[src/verilog/io_space_pkg.sv]
// Purpose : constants, slot map and carrier types of the i/o register space
// Assumes : 8-bit port addresses, one i/o instruction per core cycle
// Notes   : writable storage is a flat slot array; the slot map ties slots to addresses

package io_space_pkg;

   // ------------------------------------------------------------
   // port addresses
   // ------------------------------------------------------------
   localparam logic [7:0] ADDR_P0_VALUE      = 8'h00;
   localparam logic [7:0] ADDR_P1_VALUE      = 8'h01;
   localparam logic [7:0] ADDR_P0_IRQ_MASK   = 8'h04;
   localparam logic [7:0] ADDR_P1_IRQ_MASK   = 8'h05;
   localparam logic [7:0] ADDR_GPIO_SETUP    = 8'h08;
   localparam logic [7:0] ADDR_TW_PIN_SETUP  = 8'h09;
   localparam logic [7:0] ADDR_A_ADDRESS     = 8'h10;
   localparam logic [7:0] ADDR_A_EP0_COUNT   = 8'h11;
   localparam logic [7:0] ADDR_A_EP0_SETUP   = 8'h12;
   localparam logic [7:0] ADDR_A_EP1_COUNT   = 8'h13;
   localparam logic [7:0] ADDR_A_EP1_SETUP   = 8'h14;
   localparam logic [7:0] ADDR_A_EP2_COUNT   = 8'h15;
   localparam logic [7:0] ADDR_A_EP2_SETUP   = 8'h16;
   localparam logic [7:0] ADDR_UP_TRAFFIC    = 8'h1F;
   localparam logic [7:0] ADDR_GLOBAL_IRQ    = 8'h20;
   localparam logic [7:0] ADDR_EP_IRQ_MASK   = 8'h21;
   localparam logic [7:0] ADDR_IRQ_VECTOR    = 8'h23;
   localparam logic [7:0] ADDR_TIMER_LOW     = 8'h24;
   localparam logic [7:0] ADDR_TIMER_HIGH    = 8'h25;
   localparam logic [7:0] ADDR_WD_KICK       = 8'h26;
   localparam logic [7:0] ADDR_TW_CTRL       = 8'h28;
   localparam logic [7:0] ADDR_TW_BYTE       = 8'h29;
   localparam logic [7:0] ADDR_B_ADDRESS     = 8'h40;
   localparam logic [7:0] ADDR_B_EP0_COUNT   = 8'h41;
   localparam logic [7:0] ADDR_B_EP0_SETUP   = 8'h42;
   localparam logic [7:0] ADDR_B_EP1_COUNT   = 8'h43;
   localparam logic [7:0] ADDR_B_EP1_SETUP   = 8'h44;
   localparam logic [7:0] ADDR_DS_ATTACH     = 8'h48;
   localparam logic [7:0] ADDR_DS_ENABLE     = 8'h49;
   localparam logic [7:0] ADDR_DS_SPEED      = 8'h4A;
   localparam logic [7:0] ADDR_DS_LINE_CTRL  = 8'h4B;
   localparam logic [7:0] ADDR_DS_SUSPEND    = 8'h4D;
   localparam logic [7:0] ADDR_DS_RESUME     = 8'h4E;
   localparam logic [7:0] ADDR_DS_SE0        = 8'h4F;
   localparam logic [7:0] ADDR_DS_LINE_DATA  = 8'h50;
   localparam logic [7:0] ADDR_DS_DRIVE_LOW  = 8'h51;
   localparam logic [7:0] ADDR_CPU_STATE     = 8'hFF;

   // ------------------------------------------------------------
   // slot map: slots below FIRST_READABLE are write-only
   // ------------------------------------------------------------
   localparam int NSLOT          = 30;
   localparam int FIRST_READABLE = 2;
   localparam int SLOT_B_ADDRESS = 18;
   localparam int SLOT_B_EP0     = 20;
   localparam int SLOT_B_EP1     = 22;
   localparam logic [NSLOT-1:0][7:0] SLOT_ADDR = {
      ADDR_CPU_STATE, ADDR_DS_DRIVE_LOW, ADDR_DS_SUSPEND, ADDR_DS_LINE_CTRL,
      ADDR_DS_SPEED, ADDR_DS_ENABLE, ADDR_DS_ATTACH, ADDR_B_EP1_SETUP,
      ADDR_B_EP1_COUNT, ADDR_B_EP0_SETUP, ADDR_B_EP0_COUNT, ADDR_B_ADDRESS,
      ADDR_TW_BYTE, ADDR_TW_CTRL, ADDR_EP_IRQ_MASK, ADDR_GLOBAL_IRQ,
      ADDR_UP_TRAFFIC, ADDR_A_EP2_SETUP, ADDR_A_EP2_COUNT, ADDR_A_EP1_SETUP,
      ADDR_A_EP1_COUNT, ADDR_A_EP0_SETUP, ADDR_A_EP0_COUNT, ADDR_A_ADDRESS,
      ADDR_TW_PIN_SETUP, ADDR_GPIO_SETUP, ADDR_P1_VALUE, ADDR_P0_VALUE,
      ADDR_P1_IRQ_MASK, ADDR_P0_IRQ_MASK};

   // ------------------------------------------------------------
   // timing
   // ------------------------------------------------------------
   localparam int CLK_PERIOD_NS = 20;
   localparam int TIMER_TICK_NS = 1000;
   localparam int TICK_CYCLES   = TIMER_TICK_NS / CLK_PERIOD_NS;
   localparam logic [7:0]  RESET_BYTE  = 8'h00;
   localparam logic [11:0] TIMER_STEP  = 12'h001;

   // ------------------------------------------------------------
   // carriers
   // ------------------------------------------------------------
   typedef struct packed {
      logic       port_read_instr;
      logic       port_write_instr;
      logic       indexed_port_write_instr;
      logic [7:0] addr;
      logic [7:0] index_x;
      logic [7:0] acc;
   } core_req_t;

   typedef struct packed {
      logic [7:0] resume;
      logic [7:0] single_ended_zero;
      logic [7:0] line_data;
   } hub_lines_t;

   typedef struct packed {
      logic [NSLOT-1:0][7:0] slot;
      logic [11:0]           timer;
      logic [5:0]            prescale;
      logic [3:0]            timer_hold;
      logic [7:0]            rd_data;
      logic                  rd_valid;
      logic                  irq_ack;
      logic                  wd_kick;
      hub_lines_t            sync1;
      hub_lines_t            sync2;
      logic [7:0]            a_ep3_setup;
      logic [7:0]            a_ep4_setup;
      logic                  b_addr_active;
   } io_state_t;

endpackage

[src/verilog/io_register_space_decoder.sv]
// Purpose : decodes core i/o reads and writes onto the i/o register space
// Assumes : core strobes and operands are on ref_clk; hub line states are pins
// Notes   : read data appears one cycle after the read strobe with rd_valid
//
// Operation
// [RULE_01] read returns addressed register into accumulator
// [RULE_02] direct write stores accumulator at instruction address
// [RULE_03] indexed write targets address field plus index
// [RULE_04] zero address field selects by index alone
// [RULE_05] firmware never writes unassigned addresses
// [RULE_06] firmware writes zero into reserved bits
// [RULE_07] timer read as low byte, upper nibble
// [RULE_08] vector read returns vector, clears pending
// [RULE_09] gpio pin interrupt masks are write-only
// [RULE_10] five-endpoint mode: b setups configure a3, a4
// [RULE_11] five-endpoint mode ignores second device address
// [RULE_12] hub resume, se0, line data read-only live
// [RULE_13] watchdog kick write-only, restarts interval
// [RULE_14] low timer read latches upper nibble
// [RULE_15] unassigned addresses: writes ignored, reads zero
// [RULE_16] read-only ignore writes, write-only read zero

`timescale 1ns/10ps
`default_nettype none

module io_register_space_decoder (
   // clock and reset
   input  wire logic                                           ref_clk,
   input  wire logic                                           rst_n,
   // core i/o instruction port
   input  wire io_space_pkg::core_req_t                        core_req,
   output logic [7:0]                                          rd_data,
   output logic                                                rd_valid,
   // interrupt controller
   input  wire logic [7:0]                                     irq_vector,
   output logic                                                irq_ack,
   // watchdog
   output logic                                                watchdog_restart,
   // usb function setup
   input  wire logic                                           five_ep_mode,
   output logic [7:0]                                          func_a_ep3_setup,
   output logic [7:0]                                          func_a_ep4_setup,
   output logic                                                func_b_addr_active,
   // hub downstream live line states, from pins
   input  wire io_space_pkg::hub_lines_t                       hub_lines,
   // stored register values to the peripherals
   output logic [io_space_pkg::NSLOT-1:0][7:0]                 slot_value
);

   // ------------------------------------------------------------
   // state
   // ------------------------------------------------------------
   io_space_pkg::io_state_t st;
   io_space_pkg::io_state_t next_st;
   logic [7:0]              xaddr;
   logic [5:0]              wslot;
   logic [5:0]              xslot;
   logic [5:0]              rslot;

   // a miss returns NSLOT, which no slot index reaches
   function automatic logic [5:0] slot_of(input logic [7:0] a);
      slot_of = 6'(io_space_pkg::NSLOT);
      for (int i = 0; i < io_space_pkg::NSLOT; i++) begin
         if (io_space_pkg::SLOT_ADDR[i] == a) begin
            slot_of = 6'(i);
         end
      end
   endfunction

   // ------------------------------------------------------------
   // address forming
   // ------------------------------------------------------------
   // the sum wraps at 8 bits; a zero field leaves the index alone
   assign xaddr = core_req.addr + core_req.index_x; // [RULE_03] [RULE_04]
   assign wslot = slot_of(core_req.addr);
   assign xslot = slot_of(xaddr);
   assign rslot = slot_of(core_req.addr);

   // ------------------------------------------------------------
   // next state
   // ------------------------------------------------------------
   always_comb begin
      next_st          = st;
      next_st.rd_valid = 1'b0;
      next_st.irq_ack  = 1'b0;
      next_st.wd_kick  = 1'b0;
      // two stages before any read of the live line states
      next_st.sync1    = hub_lines;
      next_st.sync2    = st.sync1;

      // 1 us tick from the 50 MHz clock
      if (st.prescale == 6'(io_space_pkg::TICK_CYCLES - 1)) begin
         next_st.prescale = 6'h00;
         next_st.timer    = st.timer + io_space_pkg::TIMER_STEP;
      end else begin
         next_st.prescale = st.prescale + 6'h01;
      end

      // direct write; addresses outside the slot map store nothing
      if (core_req.port_write_instr) begin
         if (wslot < 6'(io_space_pkg::NSLOT)) begin
            next_st.slot[wslot] = core_req.acc; // [RULE_02] [RULE_15] [RULE_16]
         end
         if (core_req.addr == io_space_pkg::ADDR_WD_KICK) begin
            next_st.wd_kick = 1'b1; // [RULE_13]
         end
      end

      // indexed write; wins over a direct write in the same cycle
      if (core_req.indexed_port_write_instr) begin
         if (xslot < 6'(io_space_pkg::NSLOT)) begin
            next_st.slot[xslot] = core_req.acc; // [RULE_03] [RULE_04] [RULE_15]
         end
         if (xaddr == io_space_pkg::ADDR_WD_KICK) begin
            next_st.wd_kick = 1'b1; // [RULE_13]
         end
      end

      // read decode
      if (core_req.port_read_instr) begin
         next_st.rd_valid = 1'b1; // [RULE_01]
         next_st.rd_data  = io_space_pkg::RESET_BYTE;
         if (core_req.addr == io_space_pkg::ADDR_IRQ_VECTOR) begin
            next_st.rd_data = irq_vector; // [RULE_08]
            next_st.irq_ack = 1'b1; // [RULE_08]
         end else if (core_req.addr == io_space_pkg::ADDR_TIMER_LOW) begin
            next_st.rd_data    = st.timer[7:0]; // [RULE_07]
            next_st.timer_hold = st.timer[11:8]; // [RULE_14]
         end else if (core_req.addr == io_space_pkg::ADDR_TIMER_HIGH) begin
            next_st.rd_data = {4'h0, st.timer_hold}; // [RULE_07] [RULE_14]
         end else if (core_req.addr == io_space_pkg::ADDR_DS_RESUME) begin
            next_st.rd_data = st.sync2.resume; // [RULE_12]
         end else if (core_req.addr == io_space_pkg::ADDR_DS_SE0) begin
            next_st.rd_data = st.sync2.single_ended_zero; // [RULE_12]
         end else if (core_req.addr == io_space_pkg::ADDR_DS_LINE_DATA) begin
            next_st.rd_data = st.sync2.line_data; // [RULE_12]
         end else if (rslot >= 6'(io_space_pkg::FIRST_READABLE)
                      && rslot < 6'(io_space_pkg::NSLOT)) begin
            next_st.rd_data = st.slot[rslot]; // [RULE_01]
         end
         // gpio pin interrupt masks, watchdog kick and unassigned space read zero
         // [RULE_09] [RULE_15] [RULE_16]
      end

      // in five-endpoint mode the b setups steer endpoints a3 and a4
      if (five_ep_mode) begin
         next_st.a_ep3_setup   = next_st.slot[io_space_pkg::SLOT_B_EP0]; // [RULE_10]
         next_st.a_ep4_setup   = next_st.slot[io_space_pkg::SLOT_B_EP1]; // [RULE_10]
         next_st.b_addr_active = 1'b0; // [RULE_11]
      end else begin
         next_st.a_ep3_setup   = io_space_pkg::RESET_BYTE;
         next_st.a_ep4_setup   = io_space_pkg::RESET_BYTE;
         next_st.b_addr_active = 1'b1;
      end
   end

   // ------------------------------------------------------------
   // registers
   // ------------------------------------------------------------
   always_ff @(posedge ref_clk) begin
      if (!rst_n) begin
         st <= '0;
      end else begin
         st <= next_st;
      end
   end

   // ------------------------------------------------------------
   // outputs
   // ------------------------------------------------------------
   assign rd_data            = st.rd_data;
   assign rd_valid           = st.rd_valid;
   assign irq_ack            = st.irq_ack;
   assign watchdog_restart   = st.wd_kick;
   assign func_a_ep3_setup   = st.a_ep3_setup;
   assign func_a_ep4_setup   = st.a_ep4_setup;
   assign func_b_addr_active = st.b_addr_active;
   assign slot_value         = st.slot;

   // ------------------------------------------------------------
   // checks
   // ------------------------------------------------------------
   a_read_answer: assert property ( // [RULE_01]
      @(posedge ref_clk) disable iff (!rst_n)
      core_req.port_read_instr |=> rd_valid ##1 !rd_valid || $past(core_req.port_read_instr))
      else $error("read strobe not answered next cycle");

   a_direct_write: assert property ( // [RULE_02]
      @(posedge ref_clk) disable iff (!rst_n)
      core_req.port_write_instr && !core_req.indexed_port_write_instr
      && core_req.addr == io_space_pkg::ADDR_GPIO_SETUP
      |=> slot_value[4] == $past(core_req.acc))
      else $error("direct write did not store accumulator");

   a_indexed_write: assert property ( // [RULE_03]
      @(posedge ref_clk) disable iff (!rst_n)
      core_req.indexed_port_write_instr && xaddr == io_space_pkg::ADDR_P1_VALUE
      |=> slot_value[3] == $past(core_req.acc))
      else $error("indexed write missed summed address");

   a_index_only: assert property ( // [RULE_04]
      @(posedge ref_clk) disable iff (!rst_n)
      core_req.indexed_port_write_instr && core_req.addr == 8'h00
      && core_req.index_x == io_space_pkg::ADDR_P0_VALUE
      |=> slot_value[2] == $past(core_req.acc))
      else $error("zero field write not selected by index");

   a_timer_latch: assert property ( // [RULE_14]
      @(posedge ref_clk) disable iff (!rst_n)
      core_req.port_read_instr && core_req.addr == io_space_pkg::ADDR_TIMER_LOW
      ##1 core_req.port_read_instr && core_req.addr == io_space_pkg::ADDR_TIMER_HIGH
      |=> rd_data == {4'h0, $past(st.timer[11:8], 2)})
      else $error("upper timer nibble not taken from low read");

   a_vector_ack: assert property ( // [RULE_08]
      @(posedge ref_clk) disable iff (!rst_n)
      core_req.port_read_instr && core_req.addr == io_space_pkg::ADDR_IRQ_VECTOR
      |=> irq_ack && rd_data == $past(irq_vector))
      else $error("vector read did not return and clear");

   a_mask_wo: assert property ( // [RULE_09]
      @(posedge ref_clk) disable iff (!rst_n)
      core_req.port_read_instr && core_req.addr == io_space_pkg::ADDR_P1_IRQ_MASK
      |=> rd_data == 8'h00)
      else $error("write-only mask read back nonzero");

   a_wd_kick: assert property ( // [RULE_13]
      @(posedge ref_clk) disable iff (!rst_n)
      $rose(watchdog_restart) |-> $past(
         (core_req.port_write_instr && core_req.addr == io_space_pkg::ADDR_WD_KICK)
         || (core_req.indexed_port_write_instr && xaddr == io_space_pkg::ADDR_WD_KICK)))
      else $error("watchdog restart without a kick write");

   a_ep_remap: assert property ( // [RULE_10]
      @(posedge ref_clk) disable iff (!rst_n)
      five_ep_mode |=> func_a_ep3_setup == slot_value[io_space_pkg::SLOT_B_EP0]
      && func_a_ep4_setup == slot_value[io_space_pkg::SLOT_B_EP1])
      else $error("b setups not mapped to a3 and a4");

   a_b_addr_off: assert property ( // [RULE_11]
      @(posedge ref_clk) disable iff (!rst_n)
      five_ep_mode |=> !func_b_addr_active)
      else $error("second address active in five-endpoint mode");

   a_rsvd_zero: assert property ( // [RULE_15]
      @(posedge ref_clk) disable iff (!rst_n)
      core_req.port_read_instr && core_req.addr[7:3] == 5'h07
      |=> rd_data == 8'h00)
      else $error("reserved read returned nonzero");

   a_line_live: assert property ( // [RULE_12]
      @(posedge ref_clk) disable iff (!rst_n)
      core_req.port_read_instr && core_req.addr == io_space_pkg::ADDR_DS_SE0
      |=> rd_data == $past(hub_lines.single_ended_zero, 3))
      else $error("se0 state read not from synchronised lines");

endmodule

`default_nettype wire

[config.mk]
export PLATFORM = sky130hd
export DESIGN_NAME = io_register_space_decoder
export DESIGN_NICKNAME = d
export VERILOG_FILES = /design/src/verilog/io_space_pkg.sv /design/src/verilog/io_register_space_decoder.sv
export SDC_FILE = /design/constraint.sdc
export NUM_CORES = 1
export LEC_CHECK = 0
export BUFFER_PORTS_ARGS = -buffer_cell sky130_fd_sc_hd__buf_4
export CORE_MARGIN = 2
export CORE_UTILIZATION = 50
export CTS_BUF_LIST = sky130_fd_sc_hd__clkbuf_8
export DETAILED_ROUTE_END_ITERATION = 6
export PLACE_DENSITY = 0.75
export SLEW_MARGIN = 30
export SYNTH_ARGS = -nofsm -noshare
export SYNTH_HDL_FRONTEND = slang
export SYNTH_SLANG_ARGS = --single-unit
export TNS_END_PERCENT = 20
[constraint.sdc]
create_clock -name ref_clk -period 5.35 [get_ports ref_clk]
set_clock_uncertainty 0.05 [all_clocks]
set_input_delay 1.07 -clock ref_clk [delete_from_list [all_inputs] [get_ports ref_clk]]
set_output_delay 1.07 -clock ref_clk [all_outputs]
set_load 0.1 [all_outputs]
; Word-level counts from Yosys, hierarchy flattened
; Cells that the tools add are included.
[totals]
register_bits = 338
latch_bits = 0
ram_bits = 0
rom_bits = 0
in_bits = 62
out_inout_bits = 268
word_cells = 220
memories = 0
[op_classes]
n_addsub = 3
multipliers = 0
n_div = 0
n_lt_le_gt_ge = 7
eq_ne = 67
n_shift = 0
muxes = 86
bitwise_logic = 2
n_reduce_logical = 9
[ops]
columns = cell, n
row1 = $mux 240, 4
row2 = $bwmux 240, 2
row3 = $mux 6, 58
row4 = $eq 7x8->1 const A, 22
row5 = $eq 5x8->1 const A, 16
row6 = $demux 8 s5, 2
row7 = $mux 8, 10
row8 = $eq 6x8->1 const A, 8
row9 = $bmux 8 s5, 1
row10 = $eq 8x6->1 const B, 5
row11 = $eq 3x8->1 const A, 4
row12 = $eq 4x8->1 const A, 4
row13 = $eq 8x7->1 const B, 3
row14 = $eq 1x8->1 const A, 2
row15 = $eq 8x8->1 const A, 2
row16 = $logic_not 8->1, 2
row17 = $add 12x1->12 const B, 1
row18 = $ge 6x1->1 const B, 2
row19 = $lt 6x5->1 const B, 2
row20 = $lt 6x6->1 const B, 2
row21 = $mux 5, 2
row22 = $add 8x8->8, 1
row23 = $add 6x1->6 const B, 1
row24 = $eq 6x6->1 const B, 1
row25 = other kinds (8), 17

; Logic depth before layout (Yosys ltp)
; Gate-level depths: netlist (run 1).
[depth]
ltp_word = 41
ltp_mapped = 15
ltp_nobuf = 11

; Least setup slack after synthesis (run 1)
; No wires, ideal clock.
[synth_path]
path_kind = input to register
from = input core_req[8] (netlist bit)
to = register st (netlist bit func_a_ep4_setup[0])
setup_time_ns = 0.072
arrival_ns = 4.323
required_time_ns = 5.228
slack_ns = 0.905
path_stages = 15
n_path_buf = 4
path_cell_list = ha_1 fa_1 buf_6 a211o_1 and3_1 buf_2 or2_1 o32a_1 or2_0 and4_4 nor2b_1 buf_6 a32oi_4 buf_6 mux2i_1
[synth_between]
elab_chain_cells = 39
elab_cells_between_ends = 70
cone_classes = add/sub: 1 / order compare: 3 / eq/ne: 29 / mux: 35 / reduce/logical: 2
[synth_rtl]
columns = element, line_no
row1 = from (decl), io_register_space_decoder.sv:31  ; input wire io_space_pkg::core_req_t core_req,
row2 = $add 8x8->8 *, io_register_space_decoder.sv:74  ; assign xaddr = core_req.addr + core_req.index_x;
row3 = $eq 3x8->1, io_register_space_decoder.sv:64  ; if (io_space_pkg::SLOT_ADDR[i] == a) begin
row4 = $mux 5, io_register_space_decoder.sv:64
row5 = $mux 6 (28 in a row), io_register_space_decoder.sv:64
row6 = $mux 6 *, io_register_space_decoder.sv:64
row7 = $ge 6x1->1 (implied by the code) / $lt 6x6->1 (equally long branches), io_register_space_decoder.sv:112  ; next_st.slot[xslot] = core_req.acc;
row8 = $logic_and 1x1->1 (implied by the code), io_register_space_decoder.sv:112
row9 = $mux 8 (implied by the code), io_register_space_decoder.sv:112
row10 = $demux 8 s5, io_register_space_decoder.sv:112
row11 = $bwmux 240, io_register_space_decoder.sv:112
row12 = $mux 240 *, io_register_space_decoder.sv:111  ; if (xslot < 6'(io_space_pkg::NSLOT)) begin
row13 = $mux 240 *, io_register_space_decoder.sv:110  ; if (core_req.indexed_port_write_instr) begin
row14 = to (signal assigned), io_register_space_decoder.sv:164  ; st <= next_st;
row15 = to (decl), io_register_space_decoder.sv:53  ; io_space_pkg::io_state_t st;
; Every way passes the cells marked *; elsewhere a longest branch is shown, timed or not.
; A chain may end at the register's enable or synchronous reset.

; Final worst setup path (run 1)
[layout_path]
from = input core_req[8] (netlist bit)
to = register st (netlist bit slot_value[150])
; Same word-level chain as after synthesis.

==> results of run 1 <==
[critical path: stages]
cell and delay, ns:
buf_4 0.11, ha_1 0.25, fa_1 0.52, a211oi_1 0.35, o31ai_1 0.13, o211ai_1 0.25
a211oi_1 0.14, o311ai_0 0.50, and4_4 0.34, nor2b_2 0.59, a32o_1 0.28, buf_4 0.20
mux2i_1 0.22
[metrics by stage]
stage	instance area [um2]	setup slack (ns)
final	20660	0.9103
after global placement	19530	0.08351
after detailed placement	19550	0.3239
after floorplan	18500	0.9052
after CTS	20640	0.9702
after global routing	20660	0.6827
[layer usage]
layer,GRT usage (%),wire length [um]
met1,41.84,26300
met4,14.93,2908
met3,7.888,6324
met5,0,0
met2,51.58,29040
[state kept, by name (all words and copies together), names as in the netlist]
| register | count |
|---|---|
| rd_data | 8 |
| func_a_ep4_setup | 8 |
| slot_value | 240 |
| irq_ack | 1 |
| func_a_ep3_setup | 8 |
| rd_valid | 1 |
| watchdog_restart | 1 |
| st | 46 |
| func_b_addr_active | 1 |
| next_st | 24 |
[power by group]
| part | internal [W] | switching, W |
|---|---|---|
| Clock | 0.00118 | 0.00108 |
| Sequential | 0.00255 | 0.0000263 |
| Combinational | 0.000224 | 0.000528 |
| Total | 0.00396 | 0.00163 |
[area by class of cell]
| cell class | count | area (um2) |
|---|---|---|
| fill | 3239 | 15860 |
| inverter | 14 | 52.55 |
| tap | 468 | 585.6 |
| timing repair buffer | 404 | 3102 |
| clock inverter | 31 | 176.4 |
| multi-input combinational | 1372 | 9054 |
| clock buffer | 67 | 922.1 |
| sequential | 338 | 6766 |
| antenna | 1 | 2.502 |
[how the worst max path moves through the flow]
stage / to / startpoint / slack (ns)
global route: slot_value[149] / core_req[8] / 0.68
global placement: slot_value[144] / core_req[8] / 0.08
CTS: slot_value[135] / core_req[19] / 0.97
detailed placement: slot_value[132] / core_req[19] / 0.32
floorplan: func_a_ep4_setup[0] / core_req[8] / 0.91
finish: slot_value[150] / core_req[8] / 0.91
[cell families (layout without fill, tap and decap cells)]
logic type,Yosys count,after routing,share of synthesized area (%)
AOI/OAI and AO/OA,249,249,11.05
xor gates and xnor gates,24,24,1.252
adders and majority gates,12,12,0.8389
buffers and inverters,426,516,14.69
DFF,338,338,36.59
muxes,294,294,16.01
other,0,1,0
and+or+nand+nor,793,793,19.57
[synth_stat cells (all sizes together), types with 17 or more instances]
cell type	n	area share, %
nor2	78	1.6
and2	70	2.4
nand3	67	1.8
clkbuf	86	1.8
nor3	23	0.65
a21oi	44	1.3
buf	326	13
mux2i	280	15
a22oi	17	0.69
dfxtp	338	37
nand2	453	9.2
o21ai	43	1.2
[cell usage in the layout (no fill, tap or decap), types with 7 or more instances in the layout]
cell / count
xnor2_1: 15
o21ai_0: 40
a21boi_0: 9
nand4_1: 13
ha_1: 10
mux2i_1: 280
or3_1: 12
a21oi_1: 41
and3_1: 10
xor2_1: 7
clkinv_2: 10
a211oi_1: 13
o22ai_1: 9
a22oi_1: 17
nor2_1: 77
nand2_1: 453
nor2b_1: 9
and2_1: 69
nor4_1: 11
buf_4: 398
inv_1: 31
o221ai_1: 7
nand3_1: 67
nor3_1: 19
mux2_2: 14
a32oi_4: 8
o211ai_1: 9
clkbuf_8: 68
dfxtp_1: 338
nand2b_1: 7
==> metrics.md, run 1 <==
| Metric | Value |
|---|---|
| Tmin final | between 4 and 5 ns |
| Clock transition at the registers of the reported paths | approximately 0.06 ns |
| Yosys warning total | 0 |
| Clock root buffer | clkbuf_8 |
| DPL Wire Length | ~47 mm |
| Hold Path Depth | 1 |
| Actual slew at the worst max-slew pin | between 0.9 and 1 ns |
| Fmax | roughly 230 MHz |
| Worst Reg2Reg Path Length in Cells | 7 |
| RR Endpoint | rd_data[0] |
| WHS | 0.3853 ns |
| Number of setup buffers added after CTS | 0 |
| Total CTS buffers | between 50 and 60 |
| First-pass GRT wire length | around 96 mm |
| Core Util, Final | between 50% and 60% |
| Initial antenna violation count | 1 |
| Hold worst-path end | st[32] |
| Drt pass-1 iters | 7 |
| Crit path max fanout | 8 |
| Max rail drop VDD | approximately 0.00022 V |
| Register-to-Register Setup Slack | 3.21 ns |
| Longest Clk Path Bufs | 3 |
| Die height | 196.3 um |
| Top FF cell, synth | dfxtp_1 |
| GPL Wtd Cong | 0.9617 |
| Critical path class | in2reg |
| WL/cell | 23.96 um |
| Vias per cell | approximately 6 |
| Post-synth net total | between 2000 and 2500 |
| Signal arrival time at the worst endpoint | 4.96 ns |
| Post-Syn Area | approximately 18000 um2 |
| Tightest Hold Check Type | reg2reg |
| Status | complete, no violations |
| RR Startpoint | st[86] |
| P_leak | roughly 9.5 nW |
| RSZ-0062 raised after global routing | false |
| H-Tree Depth | 2 |
| Final Hold Fails | 0 |
| Syn_area_per_cell | between 8 and 9 um2 |
| Clk sink count | 338 |
| Post-synth EDFFs | 0 |
| Asr flop ratio synth | 0% |
| I/O pin count | 330 |
| Largest net degree at the start of global routing | roughly 200 |
| Type of origin of the critical path | input port |
| DRC | 0 |
| Total number of vias | between 15000 and 20000 |
| Final Cycle Share | between 80% and 90% |
| WL final | 64.58 mm |
| Post-CTS Resized | 0 |
| Final setup viols | 0 |
| CP required | approximately 5.9 ns |
| Vias in the first global route | ~15000 |
| Setup tns final | 0 ns |
| Share of layout cells above drive strength 1 | between 20% and 30% |
| Initial Util | between 50 and 60% |
| Die area | 38550 um2 |
| GRT Residual Overflow | 0 |
| Seq/Total Area, Yosys | a little over a third |
| Placeable Area | approximately 37000 um2 |
| Slew HR | ~37% |
| Layout area overhead | 11.71% |
| Power Density | about 270 nW/um2 |
| Layout Nets | between 2000 and 2500 |
| Detail Route Antenna Nets | 0 |
| Placed cells | ~2600 |
| GR Util All Layers | between 30% and 40% |
| Register bit total from synthesis | 338 |
| Rows | 70 |
| Total chip power | between 0.005 and 0.006 W |
| Clock Latency Late Sink | roughly 0.66 ns |
| Max Cap Viol | 0 |
| Distinct cells, synth | slightly below 100 |
| Pins over their slew limit | 0 |
| Fin cells | 2695 |
| Die W | about 200 um |
| Post-Synthesis Cells | approximately 2100 |
| Number of port buffers | approximately 330 |
| Hold path start | next_st[32] |
| CTS tree | built |
| Post-CTS Hold Buffers | 0 |
| Detailed Route Iter0 Violations | ~1800 |
| Worst setup EP type | flop |
No activity file was read; power rests on OpenSTA's default activity.
==> run 2, diff against run 1 <==
--- a/config.mk
+++ b/config.mk
@@ -5,12 +5,13 @@
 export SDC_FILE = /design/constraint.sdc
 export NUM_CORES = 1
 export LEC_CHECK = 0
+export ABC_AREA = 1
 export BUFFER_PORTS_ARGS = -buffer_cell sky130_fd_sc_hd__buf_4
 export CORE_MARGIN = 2
 export CORE_UTILIZATION = 50
 export CTS_BUF_LIST = sky130_fd_sc_hd__clkbuf_8
 export DETAILED_ROUTE_END_ITERATION = 6
-export PLACE_DENSITY = 0.75
+export PLACE_DENSITY = 0.77
 export SLEW_MARGIN = 30
 export SYNTH_ARGS = -nofsm -noshare
 export SYNTH_HDL_FRONTEND = slang
==> constraint.sdc (replaced) <==
create_clock -name ref_clk -period 3.7 [get_ports ref_clk]
set_clock_uncertainty 0.05 [all_clocks]
set_input_delay 0.74 -clock ref_clk [delete_from_list [all_inputs] [get_ports ref_clk]]
set_output_delay 0.74 -clock ref_clk [all_outputs]
set_load 0.1 [all_outputs]
==> run 2 against run 1 <==
Against the previous run:
- setup slack lost 0.61 ns
- die area grew 5.5%
- global-route usage grew 3.3 points
- flip-flop and latch count is the same
- non-clock buffer count grew 175
- power grew 46%
- register-to-register slack lost 1.8 ns
- synthesized cell count grew 37%
- clock-buffer cell count grew 3
- critical path type unchanged
- critical endpoint is now slot_value[219]
- largest cell class unchanged
- highest routed layer unchanged
==> metrics.md, run 2 <==
| Metric | Value |
|---|---|
| Status | complete, no violations |
| Fill cell count | roughly 3600 |
| RR Startpoint | st[80] |
| Signal arrival time at the worst endpoint | between 3 and 4 ns |
| Register cell area after layout | about 6800 um2 |
| Die height | just over 200 um |
| Power Density | between 300 and 400 nW/um2 |
| RR Endpoint | st[97] |
| Longest Clk Path Bufs | 3 |
| Asr flop ratio synth | 0% |
| Clock Latency Late Sink | about 0.66 ns |
| Largest net degree at the start of global routing | 80 |
| Fmax | around 300 MHz |
| Diode count | 0 |
| Clock transition at the registers of the reported paths | approximately 0.06 ns |
| Worst setup EP type | flop |
| Layout area overhead | 18.67% |
| RSZ-0062 raised after global routing | false |
| CTS tree | built |
| Register-to-Register Setup Slack | 1.42 ns |
| Final Hold Fails | 0 |
| H-Tree Depth | 2 |
| Critical-path cell list | buf_4 > ha_1 > fa_1 > a21oi_1 > o21bai_1 > a21oi_1 > o21ai_0 > xor2_1 > inv_1 > nor2_1 > nand2_1 > inv_2 > nand3_1 > o22ai_1 > buf_4 > inv_1 > buf_4 > o21ai_0 > a21oi_1 |
| Pins over their slew limit | 0 |
| Die area | 40650 um2 |
| Actual slew at the worst max-slew pin | ~1.0 ns |
| Number of port buffers | 329 |
| P_leak | 10.74 nW |
| Total CTS buffers | between 50 and 60 |
| Vias per cell | 5.543 |
| Crit path max fanout | 10 |
| Most frequent cells in the layout | 669 x nand2_1, 563 x buf_4, 345 x inv_1 |
| Syn_area_per_cell | 6.696 um2 |
| Seq/Total Area, Yosys | between 30% and 40% |
| Initial Util | roughly half |
| Type of origin of the critical path | input port |
| Post-CTS Resized | 0 |
| Worst slack, placed | -0.3418 ns |
| DRC | 0 |
| Commonest cells post-synth | 669 x nand2_1, 338 x dfxtp_1, 330 x inv_1 |
| Crit-path slowest cell | fa_1 |
| Number of setup buffers added after CTS | 0 |
| Critical path class | in2reg |
| Clk sink count | between 300 and 400 |
| Max rail drop VDD | approximately 0.00031 V |
| Worst setup slack after layout | approximately 0.30 ns |
| I/O pin count | 330 |
| Share of layout cells above drive strength 1 | between 20% and 30% |
| Commonest non-fill, non-tap cell in the layout | nand2_1 |
| Top-area cell type share of the netlist area | about a third |
| Vias in the first global route | 19391 |
| Initial antenna violation count | 0 |
| WL final | between 70 and 80 mm |
| Detailed Route Iter0 Violations | about 2500 |
| Post-synth net total | between 2000 and 3000 |
| Post-Synthesis Cells | 2916 |
| DP Area | 22060 um2 |
| Setup tns final | 0 ns |
| Layout Nets | around 3200 |
| Top cells by area, synth | dfxtp_1 35%, nand2_1 13%, buf_4 11%, inv_1 6.3%, nor2_1 6.0% |
| Final Cycle Share | between 90% and 100% |
| Max Cap Viol | 0 |
| Top-count cell post-synth | nand2_1 |
| Area of the multi-input gates | 8763 um2 |
| Post-Syn Area | just under 20000 um2 |
| Tightest Hold Check Type | in2reg |
| Post-route cell area | ~23000 um2 |
| Top Family by Delay on Critical Path | compound AO/OA/AOI/OAI gates |
| WL/cell | approximately 20 um |
| Clock root buffer | clkbuf_8 |
| Final setup viols | 0 |
| CP Depth | 19 |
| Largest register FFs | 240 |
| Rows | 72 |
| Post-CTS Hold Buffers | 0 |
| CP bufs+invs | 6 |
| Die W | approximately 200 um |
| Top FF cell, synth | dfxtp_1 |
| CP required | around 4.2 ns |
| Area leader, netlist | dfxtp_1 |
| Detail Route Antenna Nets | 0 |
| CP max stage delay | around 0.41 ns |
| Drt pass-1 iters | 6 |
| GRT Residual Overflow | 0 |
| Post-synth EDFFs | 0 |
| DPL Wire Length | 56.03 mm |
| Placeable Area | between 30000 and 40000 um2 |
| Distinct cells, synth | 58 |
| Slew HR | about a third |
| Total number of vias | around 20000 |
| Worst Setup EP | slot_value[219] |
| First-pass GRT wire length | about 110 mm |
| GPL Wtd Cong | around 1.1 |
| Register bit total from synthesis | around 340 |
| Tmin final | approximately 3.4 ns |
| Yosys warning total | 0 |
| GR Util All Layers | between 30% and 40% |
| Worst Reg2Reg Path Length in Cells | 11 |
| Worst Setup SP | core_req[16] |
| WHS | between 0.15 and 0.2 ns |
run 2: worst min-delay path by stage:
stage	startpoint	endpoint	slack (ns)	cells past startpoint
6_report	five_ep_mode	func_b_addr_active	0.20	2
5_1_grt	five_ep_mode	func_b_addr_active	0.19	2
4_1_cts	five_ep_mode	func_b_addr_active	0.18	2
3_5_place_dp	next_st[31]	st[31]	0.35	2
3_3_place_gp	next_st[30]	st[30]	0.35	2
2_1_floorplan	next_st[17]	st[17]	0.34	2
run 2: metrics by stage:
stage | utilization [%] | total power, W | std cells
floorplan | - | 0.004474 | 2916
global placement | 57.23 | 0.004954 | 3598
detailed placement | 57.23 | 0.004966 | 3598
CTS | 60.05 | 0.008170 | 3696
global route | 60.09 | 0.008456 | 3696
finish | 60.09 | 0.008184 | 3696
run 2: power breakdown:
group | switching [W] | leakage [nW] | internal [W] | total, W
Combinational | 0.000822 | 7.38 | 0.000384 | 0.00121
Sequential | 0.0000296 | 2.73 | 0.00369 | 0.00372
Clock | 0.00157 | 0.634 | 0.00169 | 0.00326
Total | 0.00242 | 10.7 | 0.00577 | 0.00818
run 2: layer usage:
layer / vias to the layer above / share of wire (%) / track usage (%)
met5: - / 0 / 0
met4: 0 / 5.8 / 18.43
met3: 283 / 11 / 7.856
met2: 1285 / 45 / 57.88
met1: 9407 / 38 / 45.03
li1: 9513 / - / -
run 2: logic make-up after synthesis:
| group | Yosys count | synth area share (%) |
|---|---|---|
| buffers and inverters | 773 | 20.54 |
| adders and majority gates | 11 | 0.7434 |
| and+or+nand+nor | 1172 | 25.20 |
| xor gates and xnor gates | 8 | 0.3589 |
| AOI/OAI and AO/OA | 603 | 17.94 |
| muxes | 11 | 0.5639 |
| DFF | 338 | 34.66 |
run 2: worst reg2reg max path: stages (launching register included):
cell	delay (ns)
dfxtp_1	0.40
ha_1	0.17
and3_1	0.19
inv_1	0.11
nor4_1	0.18
inv_1	0.10
nor3_1	0.32
nand4_1	0.17
nor2_1	0.16
nand2_1	0.09
nor3_1	0.14
nor3_1	0.07
run 2: final cells by class:
class,instances,area share (%)
repair buffers,579,19.62
well taps,518,2.797
multi-input cells,1805,37.82
flip-flops and latches,338,29.20
inverters,358,5.854
clock buffers,70,4.158
clock inverters,28,0.5400
==> run 3, diff against run 2 <==
==> constraint.sdc (replaced) <==
create_clock -name ref_clk -period 3.7 [get_ports ref_clk]
set_clock_uncertainty 0.05 [all_clocks]
set_input_delay 0.185 -clock ref_clk [delete_from_list [all_inputs] [get_ports ref_clk]]
set_output_delay 0.185 -clock ref_clk [all_outputs]
set_load 0.1 [all_outputs]
==> run 3 against run 2 <==
Against the previous run:
- power increased by 1.1%
- final area decreased by 4.0%
- non-clock buffer count decreased by 128
==> metrics.md, run 3 (same netlist as run 2, synthesis figures left out) <==
| Metric | Value |
|---|---|
| Status | complete, no violations |
| RR Startpoint | st[82] |
| H-Tree Depth | 2 |
| Critical-path cell list | buf_4 > ha_1 > fa_1 > a21oi_1 > o21bai_1 > a21oi_1 > o21ai_0 > xor2_1 > inv_1 > nor2_1 > nand2_1 > inv_2 > nand2_1 > nand3_1 > nor2_1 > nand2_1 > nand3_1 > nor2_1 > nand3_1 > nand2_2 > nand2_1 > nand2_1 > nor2_1 |
| Largest net degree at the start of global routing | around 90 |
| Most frequent CP cell | nand2_1 |
| Initial Util | 50.64% |
| Die W | 201.6 um |
| Detailed Route Iter0 Violations | a little over 2000 |
| Fmax | between 300 and 400 MHz |
| CP required | about 4.2 ns |
| Detail Route Antenna Nets | 0 |
| First-pass GRT wire length | ~110 mm |
| Worst Setup SP | core_req[16] |
| Fill cell count | 3697 |
| CP max stage delay | around 0.40 ns |
| Clk sink count | between 300 and 400 |
| Commonest non-fill, non-tap cell in the layout | nand2_1 |
| Final Cycle Share | between 80% and 90% |
| Actual slew at the worst max-slew pin | 1.075 ns |
| Clock Latency Late Sink | just under 0.7 ns |
| Crit-path slowest cell | fa_1 |
| Signal arrival time at the worst endpoint | 3.57 ns |
| P_leak | between 10 and 15 nW |
| Die height | 201.6 um |
| DPL Wire Length | 55.21 mm |
| Crit path max fanout | 16 |
| RSZ-0062 raised after global routing | false |
| Share of layout cells above drive strength 1 | about a fifth |
| Register cell area after layout | between 6000 and 7000 um2 |
| Post-CTS Resized | 0 |
| Drt pass-1 iters | 6 |
| GRT Residual Overflow | 0 |
| Tmin final | between 3 and 4 ns |
| I/O pin count | between 300 and 400 |
| Total CTS buffers | 56 |
| Number of port buffers | approximately 330 |
| Initial antenna violation count | 0 |
| Layout area overhead | 13.90% |
| Max rail drop VDD | 0.0003943 V |
| CP bufs+invs | 3 |
| Largest register FFs | 240 |
| Final setup viols | 0 |
| Slew HR | ~28% |
| GPL Wtd Cong | roughly 1.0 |
| Clock root buffer | clkbuf_8 |
| Layout Nets | just over 3000 |
| Power Density | 372.0 nW/um2 |
| Vias per cell | around 5.6 |
| Rows | 72 |
| Pins over their slew limit | 0 |
| WL/cell | 21.17 um |
| Worst Reg2Reg Path Length in Cells | 11 |
| Placeable Area | 38560 um2 |
| DRC | 0 |
| CP Depth | 23 |
| GR Util All Layers | ~36% |
| Total number of vias | 19944 |
| Vias in the first global route | 18629 |
| Critical path class | in2reg |
| Type of origin of the critical path | input port |
| Setup tns final | 0 ns |
| Final Hold Fails | 0 |
| Max Cap Viol | 0 |
| Core Util, Final | approximately 58% |
| Worst setup EP type | flop |
| Die area | 40650 um2 |
| Most frequent cells in the layout | 669 x nand2_1, 404 x buf_4, 347 x inv_1 |
| Longest Clk Path Bufs | 3 |
| Area of the multi-input gates | 8747 um2 |
| Diode count | 0 |
| Top Family by Delay on Critical Path | simple AND/OR/NAND/NOR gates |
| Hold Path Depth | 3 |
| CTS tree | built |
| Tightest Hold Check Type | in2reg |
| Clock transition at the registers of the reported paths | around 0.06 ns |
| Hold path start | rst_n |
| WL final | approximately 76 mm |
[run 3: cell count changes in the layout (fill, tap and decap cells not counted), sizes merged]
cell         delta
buf           -169
bufinv          +2
clkinv          -1
clkinvlp        +1
dlygate4sd3    +41
[run 3: cell type report]
class	instances	area share (%)
Multi-Input combinational cell	1805	39.33
Clock inverter	30	0.8721
Sequential cell	338	30.43
Tap cell	518	2.914
Clock buffer	70	4.332
Timing Repair Buffer	451	16.02
Inverter	358	6.099
[run 3: tightest hold or removal path, stage by stage]
cell and delay [ns]:
buf_4 0.32, o21ai_0 0.17, a21oi_1 0.05
[run 3: stage by stage]
stage | total power [W] | cells | hold slack (ns) | area (um2) | setup WS, ns
6_report | 0.008272 | 3570 | 0.05886 | 22240 | 0.6162
5_1_grt | 0.008520 | 3570 | 0.06236 | 22240 | 0.3170
4_1_cts | 0.008265 | 3570 | 0.03145 | 22240 | 0.6946
3_5_place_dp | 0.004844 | 3429 | 0.3052 | 20670 | 0.002873
3_3_place_gp | 0.004833 | 3429 | 0.3039 | 20670 | 0.04978
2_1_floorplan | 0.004474 | 2916 | 0.2074 | 19530 | 0.8396
[run 3: layer usage]
metal	up-vias	share of wire (%)	global-route usage [%]
li1	9252	-	-
met5	-	0	0
met2	1216	45	57.32
met1	9209	38	44.70
met3	267	11	8.989
met4	0	5.7	18.49
[run 3: repair_timing]
item | in CTS | in global routing
buffers inserted | 0 | 0
hold buffers | 41 | 0
endpoints found under the hold margin | 77 | 0
[run 3: worst paths after layout]
| path | slack (ns) | end |
|---|---|---|
| setup reg to reg | 1.35 | st[97] |
| hold / removal | 0.06 | slot_value[210] |
| setup / recovery | 0.62 | slot_value[1] |
| hold reg to reg | 0.36 | st[34] |
[run 3: power by group]
| group | internal (W) | switching, W | total [W] |
|---|---|---|---|
| clock | 0.00184 | 0.00160 | 0.00344 |
| sequential | 0.00369 | 0.0000292 | 0.00372 |
| combinational | 0.000300 | 0.000813 | 0.00111 |
| total | 0.00583 | 0.00245 | 0.00827 |
